File: src/logic/pdr_pkg.sv
package pdr_pkg;

   // ***************************************************************
   // base rates
   // ***************************************************************
   localparam int CORE_HZ      = 20_000_000;
   localparam int OSC_HZ       = 2400;
   localparam int OSC_DIV_CYC  = CORE_HZ / OSC_HZ;

   // ***************************************************************
   // dial timing, times in their own units, counts in osc ticks
   // ***************************************************************
   localparam int PULSE_PERIOD_MS = 100;
   localparam int PULSE_TICKS     = PULSE_PERIOD_MS * OSC_HZ / 1000;
   localparam int BRK_HI_PCT      = 66;
   localparam int BRK_LO_PCT      = 60;
   localparam int BRK_HI_TICKS    = PULSE_TICKS * BRK_HI_PCT / 100;
   localparam int MAKE_HI_TICKS   = PULSE_TICKS - BRK_HI_TICKS;
   localparam int BRK_LO_TICKS    = PULSE_TICKS * BRK_LO_PCT / 100;
   localparam int MAKE_LO_TICKS   = PULSE_TICKS - BRK_LO_TICKS;
   localparam int SILENCE_OVERLAP_MS    = 5;
   localparam int SILENCE_OVERLAP_TICKS = SILENCE_OVERLAP_MS * OSC_HZ / 1000;
   localparam int DIGIT_GAP_MS    = 800;
   localparam int DIGIT_GAP_TICKS = DIGIT_GAP_MS * OSC_HZ / 1000;
   localparam int KEY_VALID_MS    = 14;
   localparam int KEY_VALID_TICKS = (KEY_VALID_MS * OSC_HZ + 999) / 1000;
   // debounce is judged once per two-tick scan cycle
   localparam int KEY_VALID_SCANS = (KEY_VALID_TICKS + 1) / 2;
   // accelerated on-hook dialling: 100x rate, equal halves
   localparam int FAST_FACTOR     = 100;
   localparam int FAST_PERIOD_US  = PULSE_PERIOD_MS * 1000 / FAST_FACTOR;
   localparam int FAST_HALF_CYC   = FAST_PERIOD_US / 2 * (CORE_HZ / 1_000_000);
   localparam int TMR_W           = 16;

   // ***************************************************************
   // digit memory and key codes
   // ***************************************************************
   localparam int         MEM_DEPTH = 32;
   localparam logic [3:0] DIG_ZERO  = 4'ha;
   localparam logic [3:0] KEY_STAR  = 4'hb;
   localparam logic [3:0] KEY_HASH  = 4'hc;

   typedef struct packed {
      logic [3:0] row;
      logic [2:0] col;
   } pdr_keys_t;

   typedef struct packed {
      pdr_keys_t keys;
      logic      hook_line;
      logic      rate_select;
      logic      ratio_select;
   } pdr_pins_t;

   typedef enum logic [6:0] {
      ST_IDLE    = 7'h01,
      ST_PAUSE   = 7'h02,
      ST_BREAK   = 7'h04,
      ST_MAKE    = 7'h08,
      ST_OVERLAP = 7'h10,
      ST_RECON   = 7'h20,
      ST_DEAD    = 7'h40
   } pdr_state_t;

endpackage

File: src/logic/pdr_dialer.sv
`timescale 1ns/1ps

module pdr_dialer #(
   parameter int OSC_DIV       = pdr_pkg::OSC_DIV_CYC,
   parameter int FAST_HALF_CYC = pdr_pkg::FAST_HALF_CYC
) (
   input  wire logic       I_CORE_CLK,
   input  wire logic       I_RESET_N,
   input  wire logic [3:0] I_ROW,
   input  wire logic [2:0] I_COL,
   input  wire logic       I_HOOK_LINE,
   input  wire logic       I_RATE_SELECT,
   input  wire logic       I_RATIO_SELECT,
   input  wire logic       I_MUTE,
   input  wire logic       I_PULSE,
   output logic [3:0]      O_ROW,
   output logic [3:0]      O_ROW_OE_N,
   output logic [2:0]      O_COL,
   output logic [2:0]      O_COL_OE_N,
   output logic            O_MUTE,
   output logic            O_MUTE_OE_N,
   output logic            O_PULSE,
   output logic            O_PULSE_OE_N,
   output logic            O_TONE
);

   localparam int TW = pdr_pkg::TMR_W;

   // ***************************************************************
   // declarations
   // ***************************************************************
   pdr_pkg::pdr_pins_t  pins_raw;
   pdr_pkg::pdr_pins_t  pins_meta;
   pdr_pkg::pdr_pins_t  pins;
   pdr_pkg::pdr_keys_t  key_out;
   pdr_pkg::pdr_keys_t  key_oe_n;
   pdr_pkg::pdr_state_t state;
   pdr_pkg::pdr_state_t next_state;

   logic          hook_on;
   logic          osc_run;
   logic          osc_tick;
   logic          fast;
   logic          first_key;
   logic          key_enable;
   logic          key_wake;
   logic          key_strobe;
   logic          key_held;
   logic [3:0]    key_code;
   logic [TW-1:0] tmr;
   logic [TW-1:0] lim;
   logic          adv;
   logic          done;
   logic [3:0]    pulses_left;
   logic          digit_done;
   logic          more_after;
   logic          pending;
   logic [3:0]    mem [pdr_pkg::MEM_DEPTH];
   logic [5:0]    wr_ptr;
   logic [5:0]    rd_ptr;
   logic [3:0]    cur_digit;
   logic          is_redial;
   logic          mute_on;
   logic          tone;

   // ***************************************************************
   // pin synchronisers
   // ***************************************************************

   // every pin passes two flops before any logic looks at it
   assign pins_raw = '{keys: '{row: I_ROW, col: I_COL},
                       hook_line: I_HOOK_LINE,
                       rate_select: I_RATE_SELECT,
                       ratio_select: I_RATIO_SELECT};

   always_ff @(posedge I_CORE_CLK or negedge I_RESET_N)
   begin
      if (!I_RESET_N)
      begin
         pins_meta <= '1;
         pins      <= '1;
      end
      else
      begin
         pins_meta <= pins_raw;
         pins      <= pins_meta;
      end
   end

   // a floating hook pin is pulled high outside, so high is on-hook
   assign hook_on = pins.hook_line;

   // ***************************************************************
   // oscillator and keypad
   // ***************************************************************

   // oscillator only runs while dialling, during the reconnect burst, or while a key is being read
   assign osc_run = (state != pdr_pkg::ST_IDLE &&
                     state != pdr_pkg::ST_DEAD) ||
                    (state == pdr_pkg::ST_IDLE && key_wake);

   pdr_osc_div #(
      .DIV (OSC_DIV)
   ) u_osc (
      .i_clk   (I_CORE_CLK),
      .i_rst_n (I_RESET_N),
      .i_run   (osc_run),
      .i_half  (pins.rate_select),
      .o_tick  (osc_tick)
   );

   // keys are ignored on hook and during accelerated dialling
   assign key_enable = !hook_on && !fast &&
                       state != pdr_pkg::ST_DEAD;

   pdr_keypad u_keys (
      .i_clk       (I_CORE_CLK),
      .i_rst_n     (I_RESET_N),
      .i_tick      (osc_tick),
      .i_enable    (key_enable),
      .i_keys      (pins.keys),
      .o_keys      (key_out),
      .o_keys_oe_n (key_oe_n),
      .o_wake      (key_wake),
      .o_strobe    (key_strobe),
      .o_held      (key_held),
      .o_code      (key_code)
   );

   // ***************************************************************
   // digit memory
   // ***************************************************************

   assign is_redial = key_code == pdr_pkg::KEY_STAR ||
                      key_code == pdr_pkg::KEY_HASH;
   assign pending   = rd_ptr != wr_ptr;
   assign cur_digit = mem[rd_ptr[4:0]];

   // storage array, no reset needed beyond the pointers
   always_ff @(posedge I_CORE_CLK)
   begin
      if (key_strobe && !is_redial &&
          (first_key || wr_ptr < 6'(pdr_pkg::MEM_DEPTH)))
         mem[first_key ? 5'h0 : wr_ptr[4:0]] <= key_code;
   end

   // pointers: reset is the power-up clear of the stored number
   always_ff @(posedge I_CORE_CLK or negedge I_RESET_N)
   begin
      if (!I_RESET_N)
      begin
         wr_ptr <= '0;
         rd_ptr <= '0;
      end
      else if (key_strobe && first_key)
      begin
         rd_ptr <= '0;
         if (!is_redial)
            wr_ptr <= 6'h1;
      end
      else
      begin
         // later star/hash keys carry no digit and are dropped
         if (key_strobe && !is_redial &&
             wr_ptr < 6'(pdr_pkg::MEM_DEPTH))
            wr_ptr <= wr_ptr + 1'b1;
         if (digit_done)
            rd_ptr <= rd_ptr + 1'b1;
      end
   end

   // first key after going off-hook decides redial or new number
   always_ff @(posedge I_CORE_CLK or negedge I_RESET_N)
   begin
      if (!I_RESET_N)
         first_key <= 1'b1;
      else if (state == pdr_pkg::ST_DEAD)
         first_key <= 1'b1;
      else if (key_strobe)
         first_key <= 1'b0;
   end

   // ***************************************************************
   // interval timer
   // ***************************************************************

   // interval length for the current state, in osc ticks except in fast mode
   always_comb
   begin
      case (state)
         pdr_pkg::ST_PAUSE:
            lim = TW'(pdr_pkg::DIGIT_GAP_TICKS);
         pdr_pkg::ST_BREAK:
            lim = pins.ratio_select ? TW'(pdr_pkg::BRK_HI_TICKS) :
                                      TW'(pdr_pkg::BRK_LO_TICKS);
         pdr_pkg::ST_MAKE:
            lim = pins.ratio_select ? TW'(pdr_pkg::MAKE_HI_TICKS) :
                                      TW'(pdr_pkg::MAKE_LO_TICKS);
         pdr_pkg::ST_OVERLAP,
         pdr_pkg::ST_RECON:
            lim = TW'(pdr_pkg::SILENCE_OVERLAP_TICKS);
         default:
            lim = TW'(1);
      endcase
      // accelerated: core cycles, equal halves, 100x the selected rate
      if (fast)
         lim = pins.rate_select ? TW'(FAST_HALF_CYC / 2) : TW'(FAST_HALF_CYC);
   end

   assign adv  = fast ? 1'b1 : osc_tick;
   assign done = adv && (tmr >= lim - 1'b1);

   // restart on every state change so each interval is whole
   always_ff @(posedge I_CORE_CLK or negedge I_RESET_N)
   begin
      if (!I_RESET_N)
         tmr <= '0;
      else if (next_state != state || done)
         tmr <= '0;
      else if (adv)
         tmr <= tmr + 1'b1;
   end

   // ***************************************************************
   // outpulsing sequencer
   // ***************************************************************

   assign more_after = (rd_ptr + 1'b1) != wr_ptr;
   assign digit_done = state == pdr_pkg::ST_BREAK && done &&
                       pulses_left <= 4'h1;

   always_comb
   begin
      next_state = state;
      case (state)
         pdr_pkg::ST_IDLE:
            if (hook_on)
               next_state = pdr_pkg::ST_DEAD;
            else if (pending)
               next_state = pdr_pkg::ST_PAUSE;
         pdr_pkg::ST_PAUSE:
            if (done)
               next_state = pdr_pkg::ST_BREAK;
         pdr_pkg::ST_BREAK:
            if (done)
               if (pulses_left > 4'h1)
                  next_state = pdr_pkg::ST_MAKE;
               else if (more_after)
                  next_state = pdr_pkg::ST_PAUSE;
               else
                  next_state = pdr_pkg::ST_OVERLAP;
         pdr_pkg::ST_MAKE:
            if (done)
               next_state = pdr_pkg::ST_BREAK;
         pdr_pkg::ST_OVERLAP:
            if (done)
               if (fast || hook_on)
                  next_state = pdr_pkg::ST_DEAD;
               else if (pending)
                  next_state = pdr_pkg::ST_PAUSE;
               else
                  next_state = pdr_pkg::ST_IDLE;
         pdr_pkg::ST_RECON:
            if (hook_on)
               next_state = pdr_pkg::ST_DEAD;
            else if (done)
               next_state = pdr_pkg::ST_IDLE;
         pdr_pkg::ST_DEAD:
            if (!hook_on)
               next_state = pdr_pkg::ST_RECON;
         default:
            next_state = pdr_pkg::ST_DEAD;
      endcase
   end

   // power-up lands in the quiet state until the hook is read
   always_ff @(posedge I_CORE_CLK or negedge I_RESET_N)
   begin
      if (!I_RESET_N)
         state <= pdr_pkg::ST_DEAD;
      else
         state <= next_state;
   end

   // break count: digit n gives n breaks, zero is coded as ten
   always_ff @(posedge I_CORE_CLK or negedge I_RESET_N)
   begin
      if (!I_RESET_N)
         pulses_left <= '0;
      else if (state == pdr_pkg::ST_PAUSE && done)
         pulses_left <= cur_digit;
      else if (state == pdr_pkg::ST_BREAK && done)
         pulses_left <= pulses_left - 1'b1;
   end

   // on-hook mid-dial latches fast mode until fully shut down
   always_ff @(posedge I_CORE_CLK or negedge I_RESET_N)
   begin
      if (!I_RESET_N)
         fast <= 1'b0;
      else if (state == pdr_pkg::ST_DEAD)
         fast <= 1'b0;
      else if (hook_on && (state == pdr_pkg::ST_PAUSE ||
                           state == pdr_pkg::ST_BREAK ||
                           state == pdr_pkg::ST_MAKE))
         fast <= 1'b1;
   end

   // ***************************************************************
   // outputs
   // ***************************************************************

   // mute spans the pause, the pulses and the overlap; the short
   // reconnect burst gives the falling edge on leaving on-hook
   assign mute_on = state == pdr_pkg::ST_PAUSE ||
                    state == pdr_pkg::ST_BREAK ||
                    state == pdr_pkg::ST_MAKE ||
                    state == pdr_pkg::ST_OVERLAP ||
                    state == pdr_pkg::ST_RECON;

   // open-drain pins only ever pull low, enable active low
   always_ff @(posedge I_CORE_CLK or negedge I_RESET_N)
   begin
      if (!I_RESET_N)
      begin
         O_MUTE       <= 1'b0;
         O_MUTE_OE_N  <= 1'b1;
         O_PULSE      <= 1'b0;
         O_PULSE_OE_N <= 1'b1;
      end
      else
      begin
         O_MUTE       <= 1'b0;
         O_MUTE_OE_N  <= !mute_on;
         O_PULSE      <= 1'b0;
         O_PULSE_OE_N <= state != pdr_pkg::ST_BREAK;
      end
   end

   // tone toggles per tick: 1.2 kHz at 10 pps, doubles at 20 pps
   always_ff @(posedge I_CORE_CLK or negedge I_RESET_N)
   begin
      if (!I_RESET_N)
         tone <= 1'b0;
      else if (!key_held)
         tone <= 1'b0;
      else if (osc_tick)
         tone <= !tone;
   end

   always_ff @(posedge I_CORE_CLK or negedge I_RESET_N)
   begin
      if (!I_RESET_N)
         O_TONE <= 1'b0;
      else
         O_TONE <= tone;
   end

   // keypad drive already leaves flops inside the scanner
   assign O_ROW      = key_out.row;
   assign O_ROW_OE_N = key_oe_n.row;
   assign O_COL      = key_out.col;
   assign O_COL_OE_N = key_oe_n.col;

   // the pad readbacks are not needed: both pins only sink current
   logic unused_pads;
   assign unused_pads = I_MUTE ^ I_PULSE;

endmodule // pdr_dialer

File: src/logic/pdr_osc_div.sv
`timescale 1ns/1ps

// ***************************************************************
// gated stand-in for the on-chip rc oscillator
// ***************************************************************
module pdr_osc_div #(
   parameter int DIV = pdr_pkg::OSC_DIV_CYC
) (
   input  wire logic i_clk,
   input  wire logic i_rst_n,
   input  wire logic i_run,
   input  wire logic i_half,
   output logic      o_tick
);

   logic [pdr_pkg::TMR_W-1:0] cnt;
   logic [pdr_pkg::TMR_W-1:0] limit;

   // fast rate halves every derived interval at once
   assign limit = i_half ? pdr_pkg::TMR_W'(DIV / 2) : pdr_pkg::TMR_W'(DIV);

   // stopped oscillator restarts from zero, like a real start-up
   always_ff @(posedge i_clk or negedge i_rst_n)
   begin
      if (!i_rst_n)
      begin
         cnt    <= '0;
         o_tick <= 1'b0;
      end
      else if (!i_run)
      begin
         cnt    <= '0;
         o_tick <= 1'b0;
      end
      else if (cnt >= limit - 1'b1)
      begin
         cnt    <= '0;
         o_tick <= 1'b1;
      end
      else
      begin
         cnt    <= cnt + 1'b1;
         o_tick <= 1'b0;
      end
   end

endmodule // pdr_osc_div

File: src/logic/pdr_keypad.sv
`timescale 1ns/1ps

// ***************************************************************
// keypad scan, validity and debounce
// ***************************************************************
module pdr_keypad (
   input  wire logic              i_clk,
   input  wire logic              i_rst_n,
   input  wire logic              i_tick,
   input  wire logic              i_enable,
   input  wire pdr_pkg::pdr_keys_t i_keys,
   output pdr_pkg::pdr_keys_t     o_keys,
   output pdr_pkg::pdr_keys_t     o_keys_oe_n,
   output logic                  o_wake,
   output logic                  o_strobe,
   output logic                  o_held,
   output logic [3:0]            o_code
);

   logic       scan;
   logic       phase;
   logic [2:0] col_lo;
   logic [3:0] row_lo;
   logic [4:0] stable;
   logic [3:0] last;
   logic       valid;
   logic [3:0] code;
   logic [1:0] ridx;
   logic [1:0] cidx;
   logic [1:0] settle;

   // exactly one row and one column pulled low
   assign valid = $onehot(row_lo) && $onehot(col_lo);

   // row/column position to digit code
   always_comb
   begin
      ridx = 2'h0;
      cidx = 2'h0;
      for (int i = 0; i < 4; i++)
         if (row_lo[i]) ridx = 2'(i);
      for (int j = 0; j < 3; j++)
         if (col_lo[j]) cidx = 2'(j);
      case (ridx)
         2'h3:    code = (cidx == 2'h0) ? pdr_pkg::KEY_STAR :
                         (cidx == 2'h1) ? pdr_pkg::DIG_ZERO :
                                          pdr_pkg::KEY_HASH;
         default: code = 4'(ridx * 3 + cidx + 1);
      endcase
   end

   // pin drive: held high on hook, static, then alternate scan
   always_ff @(posedge i_clk or negedge i_rst_n)
   begin
      if (!i_rst_n)
      begin
         o_keys      <= '1;
         o_keys_oe_n <= '0;
      end
      else if (!i_enable)
      begin
         o_keys      <= '1;
         o_keys_oe_n <= '0;
      end
      else if (!scan || !phase)
      begin
         o_keys      <= '0;
         o_keys_oe_n <= '{row: 4'h0, col: 3'h7};
      end
      else
      begin
         o_keys      <= '0;
         o_keys_oe_n <= '{row: 4'hf, col: 3'h0};
      end
   end

   // scan sequencing and sampling, one tick per half cycle
   always_ff @(posedge i_clk or negedge i_rst_n)
   begin
      if (!i_rst_n)
      begin
         scan   <= 1'b0;
         phase  <= 1'b0;
         settle <= '0;
         col_lo <= '0;
         row_lo <= '0;
      end
      else if (!i_enable)
      begin
         scan   <= 1'b0;
         phase  <= 1'b0;
         settle <= '0;
      end
      else if (!scan)
      begin
         // readback lags the drive by three flops: stale driven-low
         // columns would otherwise wake the scan again at once
         if (settle != 2'h3)
            settle <= settle + 1'b1;
         else
            scan <= (i_keys.col != 3'h7);
      end
      else if (i_tick)
      begin
         phase <= !phase;
         if (!phase)
            col_lo <= ~i_keys.col;
         else
            row_lo <= ~i_keys.row;
         // nothing pressed at all: fall back to the static state
         if (phase && i_keys.row == 4'hf && col_lo == 3'h0 && !o_held)
         begin
            scan   <= 1'b0;
            settle <= '0;
         end
      end
   end

   // debounce: same valid code for the whole window, once per press
   always_ff @(posedge i_clk or negedge i_rst_n)
   begin
      if (!i_rst_n)
      begin
         stable   <= '0;
         last     <= '0;
         o_strobe <= 1'b0;
         o_held   <= 1'b0;
         o_code   <= '0;
      end
      else
      begin
         o_strobe <= 1'b0;
         if (!i_enable)
         begin
            stable <= '0;
            o_held <= 1'b0;
         end
         else if (scan && i_tick && !phase)
         begin
            if (valid && code == last)
            begin
               if (stable == 5'(pdr_pkg::KEY_VALID_SCANS - 1))
               begin
                  o_strobe <= !o_held;
                  o_held   <= 1'b1;
                  o_code   <= code;
               end
               else
                  stable <= stable + 1'b1;
            end
            else
            begin
               stable <= '0;
               last   <= code;
               o_held <= 1'b0;
            end
         end
      end
   end

   assign o_wake = scan;

endmodule // pdr_keypad

File: config.mk
export PLATFORM = sky130hd
export DESIGN_NAME = pdr_dialer
export DESIGN_NICKNAME = d
export VERILOG_FILES = /design/src/logic/pdr_pkg.sv /design/src/logic/pdr_dialer.sv /design/src/logic/pdr_osc_div.sv /design/src/logic/pdr_keypad.sv
export SDC_FILE = /design/constraint.sdc
export NUM_CORES = 1
export LEC_CHECK = 0
export ABC_AREA = 1
export BUFFER_PORTS_ARGS = -buffer_cell sky130_fd_sc_hd__buf_2
export CORE_UTILIZATION = 55
export CTS_CLUSTER_DIAMETER = 40
export DETAILED_ROUTE_END_ITERATION = 10
export GPL_ROUTABILITY_DRIVEN = 0
export PLACE_DENSITY_LB_ADDON = 0.25
export SETUP_SLACK_MARGIN = 0.1
export SLEW_MARGIN = 20
export SYNTH_ARGS = -nofsm -noshare
export SYNTH_HDL_FRONTEND = slang
export SYNTH_SLANG_ARGS = --single-unit
File: constraint.sdc
create_clock -name I_CORE_CLK -period 4 [get_ports I_CORE_CLK]
set_input_delay 0.4 -clock I_CORE_CLK [delete_from_list [all_inputs] [get_ports I_CORE_CLK]]
set_output_delay 0.4 -clock I_CORE_CLK [all_outputs]
set_load 0.01 [all_outputs]
======== Word-level counts from Yosys, hierarchy flattened ========
Memory sizes are Yosys's and may differ from the RTL's.
Index checks and enable logic that the tools add are counted.
cells by class
  eq/ne operators ......................... 34
  reduce and logical (&&, ||, !) cells .... 57
  order comparisons ....................... 5
  bitwise logic cells ..................... 4
  muxes and demuxes ....................... 78
  multipliers ............................. 1
  add/sub/neg operators ................... 16
operators with widths
  cell                                                                  number
  7-bit 2-to-1 mux                                                      12
  16-bit 2-to-1 mux                                                     5
  11-bit one-hot mux with 4 select lines                                1
  7-bit one-hot mux with 6 select lines                                 1
  6-bit 2-to-1 mux                                                      6
  5-bit 2-to-1 mux                                                      7
  16-bit by 1-bit adder with 16-bit output, second input constant       2
  16-bit >= comparator                                                  2
  16-bit by 1-bit subtractor with 16-bit output, second input constant  2
  1-bit 2-to-1 mux                                                      29
  14-bit 2-to-1 mux                                                     2
  1-bit logical AND                                                     20
  4-bit 2-to-1 mux                                                      5
  2-bit 2-to-1 mux                                                      9
  3-bit != test, second input constant                                  6
  6-bit by 1-bit adder with 6-bit output, second input constant         2
  4-bit == test, second input constant                                  3
  2-bit != test, second input constant                                  6
  6-bit != test                                                         2
  4-bit AND reduction                                                   3
  2-bit nonzero test                                                    6
  1-bit logical OR                                                      10
  1-bit zero test                                                       8
  2-bit AND reduction                                                   4
  other kinds (36)                                                      42
word-level totals
  output and inout bits ................... 19
  bits in writable memories ............... 128
  register bits after elaboration ......... 122
  logic and storage cells ................. 233
  memories ................................ 1
memory list
  memory  depth  bits a word  rd ports  clocked after Yosys merged registers in  write ports  RTL line          text
  mem     32     4            1         0                                        1            pdr_dialer.sv:58  logic [3:0] mem [pdr_pkg::MEM_DEPTH];

======== Longest topological paths before layout ========
  depth after elaboration ................. 13
  gate-level depth with buffers ........... 31

======== Modules after synthesis ========
A second synthesis with hierarchy kept.
second synthesis, totals
  cell total of the unflattened synthesis .. 1211
  area, all modules ....................... 11925.2 µm²
by module, submodules not included
  module       area each (µm²)  times used  cells each
  pdr_dialer   9026.2           1           858
  pdr_keypad   1890.6           1           241
  pdr_osc_div  1008.5           1           112

======== Worst setup path after synthesis ========
OpenSTA, ideal clock, no wires.
  path kind ............................... flip-flop to flip-flop
  start ................................... register state[6]
  end ..................................... register tmr[7]
  period minus slack after synthesis ...... 3470 ps
  setup time .............................. 69 ps
  path slack .............................. 530 ps
  path buffers ............................ 1
  arrival ................................. 3401 ps
  stages on the path, launching flop included .. 28
  cells stage by stage .................... dfstp_2 -> nor3_2 -> nand2_1 -> inv_1 -> nor4_1 -> nand2_1 -> ha_1 -> inv_1 -> nor2_1 -> xor2_1 -> ha_1 -> nand2_1 -> inv_1 -> nand2_1 -> nor2_1 -> nor2_1 -> nand2_1 -> nand2_1 -> nand2_4 -> nand2_4 -> nand2_1 -> nand2_1 -> nor2_1 -> nand3_1 -> a21oi_2 -> nand2_2 -> buf_6 -> nor2_2
on the way
  longest elaborated chain between the ends .. 13
  elaborated cells on any way between the ends .. 27
  those cells by class .................... add/sub (1); order compare (1); eq/ne (8); mux (12); reduce/logical (5)
RTL lines
  element                                                                                               RTL line                              text
  from (decl)                                                                                           pdr_dialer.sv:37                      pdr_pkg::pdr_state_t state;
  from (signal assigned)                                                                                pdr_dialer.sv:280                     state <= pdr_pkg::ST_DEAD;
  from (signal assigned)                                                                                pdr_dialer.sv:282                     state <= next_state;
  7-bit by 5-bit == test with 1-bit output or 7-bit by 6-bit == test with 1-bit output (tied branches)  pdr_dialer.sv:190, pdr_dialer.sv:235
  2-bit OR reduction                                                                                    pdr_dialer.sv:190                     case (state)
  11-bit one-hot mux with 4 select lines                                                                pdr_dialer.sv:190
  16-bit 2-to-1 mux                                                                                     pdr_dialer.sv:206                     if (fast)
  16-bit by 1-bit subtractor with 16-bit output                                                         pdr_dialer.sv:211                     assign done = adv && (tmr >= lim - 1'b1);
  16-bit >= comparator                                                                                  pdr_dialer.sv:211
  1-bit logical AND                                                                                     pdr_dialer.sv:211
  7-bit 2-to-1 mux                                                                                      pdr_dialer.sv:266                     else if (done)
  7-bit 2-to-1 mux                                                                                      pdr_dialer.sv:264                     if (hook_on)
  7-bit one-hot mux with 6 select lines                                                                 pdr_dialer.sv:235                     case (state)
  7-bit != test                                                                                         pdr_dialer.sv:218                     else if (next_state != state || done)
  1-bit logical OR *                                                                                    pdr_dialer.sv:218
  16-bit 2-to-1 mux or 2-bit nonzero test (tied branches)                                               --
  to (signal assigned)                                                                                  pdr_dialer.sv:221                     tmr <= tmr + 1'b1;
  to (decl)                                                                                             pdr_dialer.sv:50                      logic [TW-1:0] tmr;
Mark *: on every way between the ends. The rest lies on a longest branch, timed or not.
A chain may end at the register's enable or synchronous reset.

======== Worst setup path in the final report ========
  start ................................... register state[5]
  end ..................................... register tmr[8]
Same word-level chain as after synthesis.

==> run metrics <==
outcome=completed; number of flops mapped to enable cells by yosys=128; overflow left after global routing=0; CTS tree=built; Buf/Inv on CP=4; Setup Crit Path Kind=reg2reg; Layout Area Growth over Synthesis=18.0%; cell class contributing the biggest share of worst-path delay=simple AND/OR/NAND/NOR gates; top-count cell post-synth=nor2_1; Initial Util=0.568; sw power=1.82 mW; fmax=264 MHz; clk_skew=0.0203 ns; crit end category=flop; RSZ-0062 raised after global routing=true; Crit-path slowest cell=dfrtp_2; Post-Synthesis Mean Instance Area=9.79 um2; WHS Path Cells=0; Register Area=0.00666 mm2; initial antenna violation count=0; Worst Tran Pin Value=1.11 ns; share of cells above drive strength 1=0.175; Netlist cell types=51; sequential share of power=0.398; sw frac=0.265; FF-to-FF End=tmr[8]; Post-Layout Cell Count=1555; clk slew on worst S/H paths=0.05 ns; Cells after DPL=1464; DRT Pass-1 Iters=7; Die Ht=147 um; Post-DRT Antenna Nets=0; ys async rst share=0.464; Fill cells=1538; Post-synth top flop=edfxtp_1; hpwl dp=16400 um; post-synthesis cell area=0.0116 mm2; multi-input logic area=0.00454 mm2; clk buf depth=3; worst path arrival time=4.21 ns; placed inst area=0.0120 mm2; initial DRC count=811; pwr dens=498 mW/mm2; Max-slew headroom=0.257; nets=1315; sequential share of the synthesized area=0.571; final-report hold violation count=0; # rows=52; pre-CTS setup slack=0.123 ns; clock latency on the worst-skew pair=0.51 ns; CP max FO=9; max incr delay on CP=0.46 ns; DR DRC count=0; CTS Buf Count=35; Reg2Reg Setup Slack=0.22 ns; startpoint class of the critical path=flop; GRT Total Usage=0.241; area leader, netlist=edfxtp_1; Mapped Cells=1189; number of H-tree levels=2; PortBufs=28; worst r2r src=state[5]; Comb pwr share=0.143; WL final=25800 um; Period minus WS final=3.78 ns; Vias per Instance=5.62; vias in the first global route=8429; total power=6.84 mW; I/O Pins=33; Setup WS post-layout=0.218 ns; Pint=5.02 mW; full die area=0.0218 mm2; largest net degree at the start of global routing=51; final worst-path cycle share=0.945; fin. max-slew vios=0; Core ar.=0.0205 mm2; Yosys warning count=0; top cell type's share of synthesized area=0.330; min-delay src=pins_meta[2]; VDD IR max=0.408 mV; final instance area=0.0137 mm2; synth top area cells=edfxtp_1 (33%), dfrtp_1 (18%), nor2_1 (6.3%); Lkg Pwr=5.34 nW; final design utilization=0.670; Avg WL per Cell=16.6 um; clock sink count=239; most common library cells after synthesis=nor2_1 (195), nand2_1 (164), edfxtp_1 (128); hold endpoint=hook_on; clock share of power=0.459; Die W=147 um; HP Class=reg2reg; first-pass GRT wire length=41600 um; Worst Reg2Reg Path Length in Cells=28; post-synthesis register bit count=239; maxcap violations=0; DR vias=8738; Data required, critical path=4.43 ns; Root Driver=clkbuf_16; final setup fails=0; crit-path most repeated cell=nand2_1
## repair_timing
action,in CTS,in global routing
endpoints found under the hold margin,53,0
hold buffers,11,0
cloned,0,2
resized for setup,1,58
setup endpoints to repair,2,26
pin swaps,0,12
buffers inserted,0,13
## registers in the layout, indices dropped and copies added (netlist names), 3 cells and up
register       cells
u_osc.cnt         16
u_keys.o_code      4
pins               9
pulses_left        4
u_keys.col_lo      3
tmr               16
u_keys.stable      5
state              7
u_keys.last        4
rd_ptr             6
mem              128
pins_meta         10
wr_ptr             6
u_keys.row_lo      4
## layout by cell type (no fill, tap or decap), drive strengths merged, types with 28 or more instances in the layout
master / n
edfxtp: 128
buf: 58
inv: 124
nor2: 211
ha: 40
o21ai: 124
nand3: 59
nand2: 169
a21oi: 29
dfrtp: 86
nand4: 28
clkbuf: 39
## layout make-up
type / count / area share
inverter: 122 / 0.0339
multi-input combinational: 789 / 0.330
clock buffer: 38 / 0.0661
antenna: 1 / 0.000182
tap: 270 / 0.0246
sequential: 239 / 0.484
timing repair buffer: 70 / 0.0378
clock inverter: 26 / 0.0226
## power groups by stage
stage          Clock [mW]  Sequential (mW)  Combinational (mW)
2_1_floorplan           0             2.76               0.552
3_3_place_gp            0             2.76               0.727
3_5_place_dp            0             2.77               0.743
4_1_cts              3.18             2.72               0.758
5_1_grt              3.29             2.73                1.07
6_report             3.14             2.72               0.975
## cells by family after synthesis
| family | share of synthesized area |
|---|---|
| simple gates | 0.192 |
| flops | 0.571 |
| other cells | 0.000645 |
| fa+ha+maj | 0.0499 |
| xor+xnor | 0.0285 |
| buf+inv | 0.0594 |
| compound gates | 0.0973 |
| mux | 0.000860 |
## metal layers
layer  up-vias  part of all wire  track usage
met5         -                 0            0
met4         0             0.021       0.0758
met3        57             0.058       0.0358
met2       287              0.49        0.400
met1      4200              0.43        0.327
li1       4194                 -            -
## worst max-delay path by stage
stage	from	end	slack, ns	depth (start not counted)
2_1_floorplan	state[6]	tmr[7]	0.53	27
3_3_place_gp	state[6]	tmr[4]	0.22	27
3_5_place_dp	state[6]	tmr[3]	0.12	27
4_1_cts	state[0]	tmr[3]	0.16	28
5_1_grt	state[6]	tmr[11]	-0.02	27
6_report	state[5]	tmr[8]	0.22	28
## worst reg2reg max path: cells and delay by family, from the launching register on
family	cells	cell delay, ns
compound gates	2	0.36
fa+ha+maj	1	0.26
buf+inv	4	0.49
flops	1	0.46
simple gates	21	2.15
## stage by stage
stage,setup TNS [ns],hold slack [ns]
6_report,0,0.355
5_1_grt,-0.130,0.358
4_1_cts,0,0.354
3_5_place_dp,0,0.348
3_3_place_gp,0,0.346
2_1_floorplan,0,0.104
No activity file was read; power rests on OpenSTA's default activity.
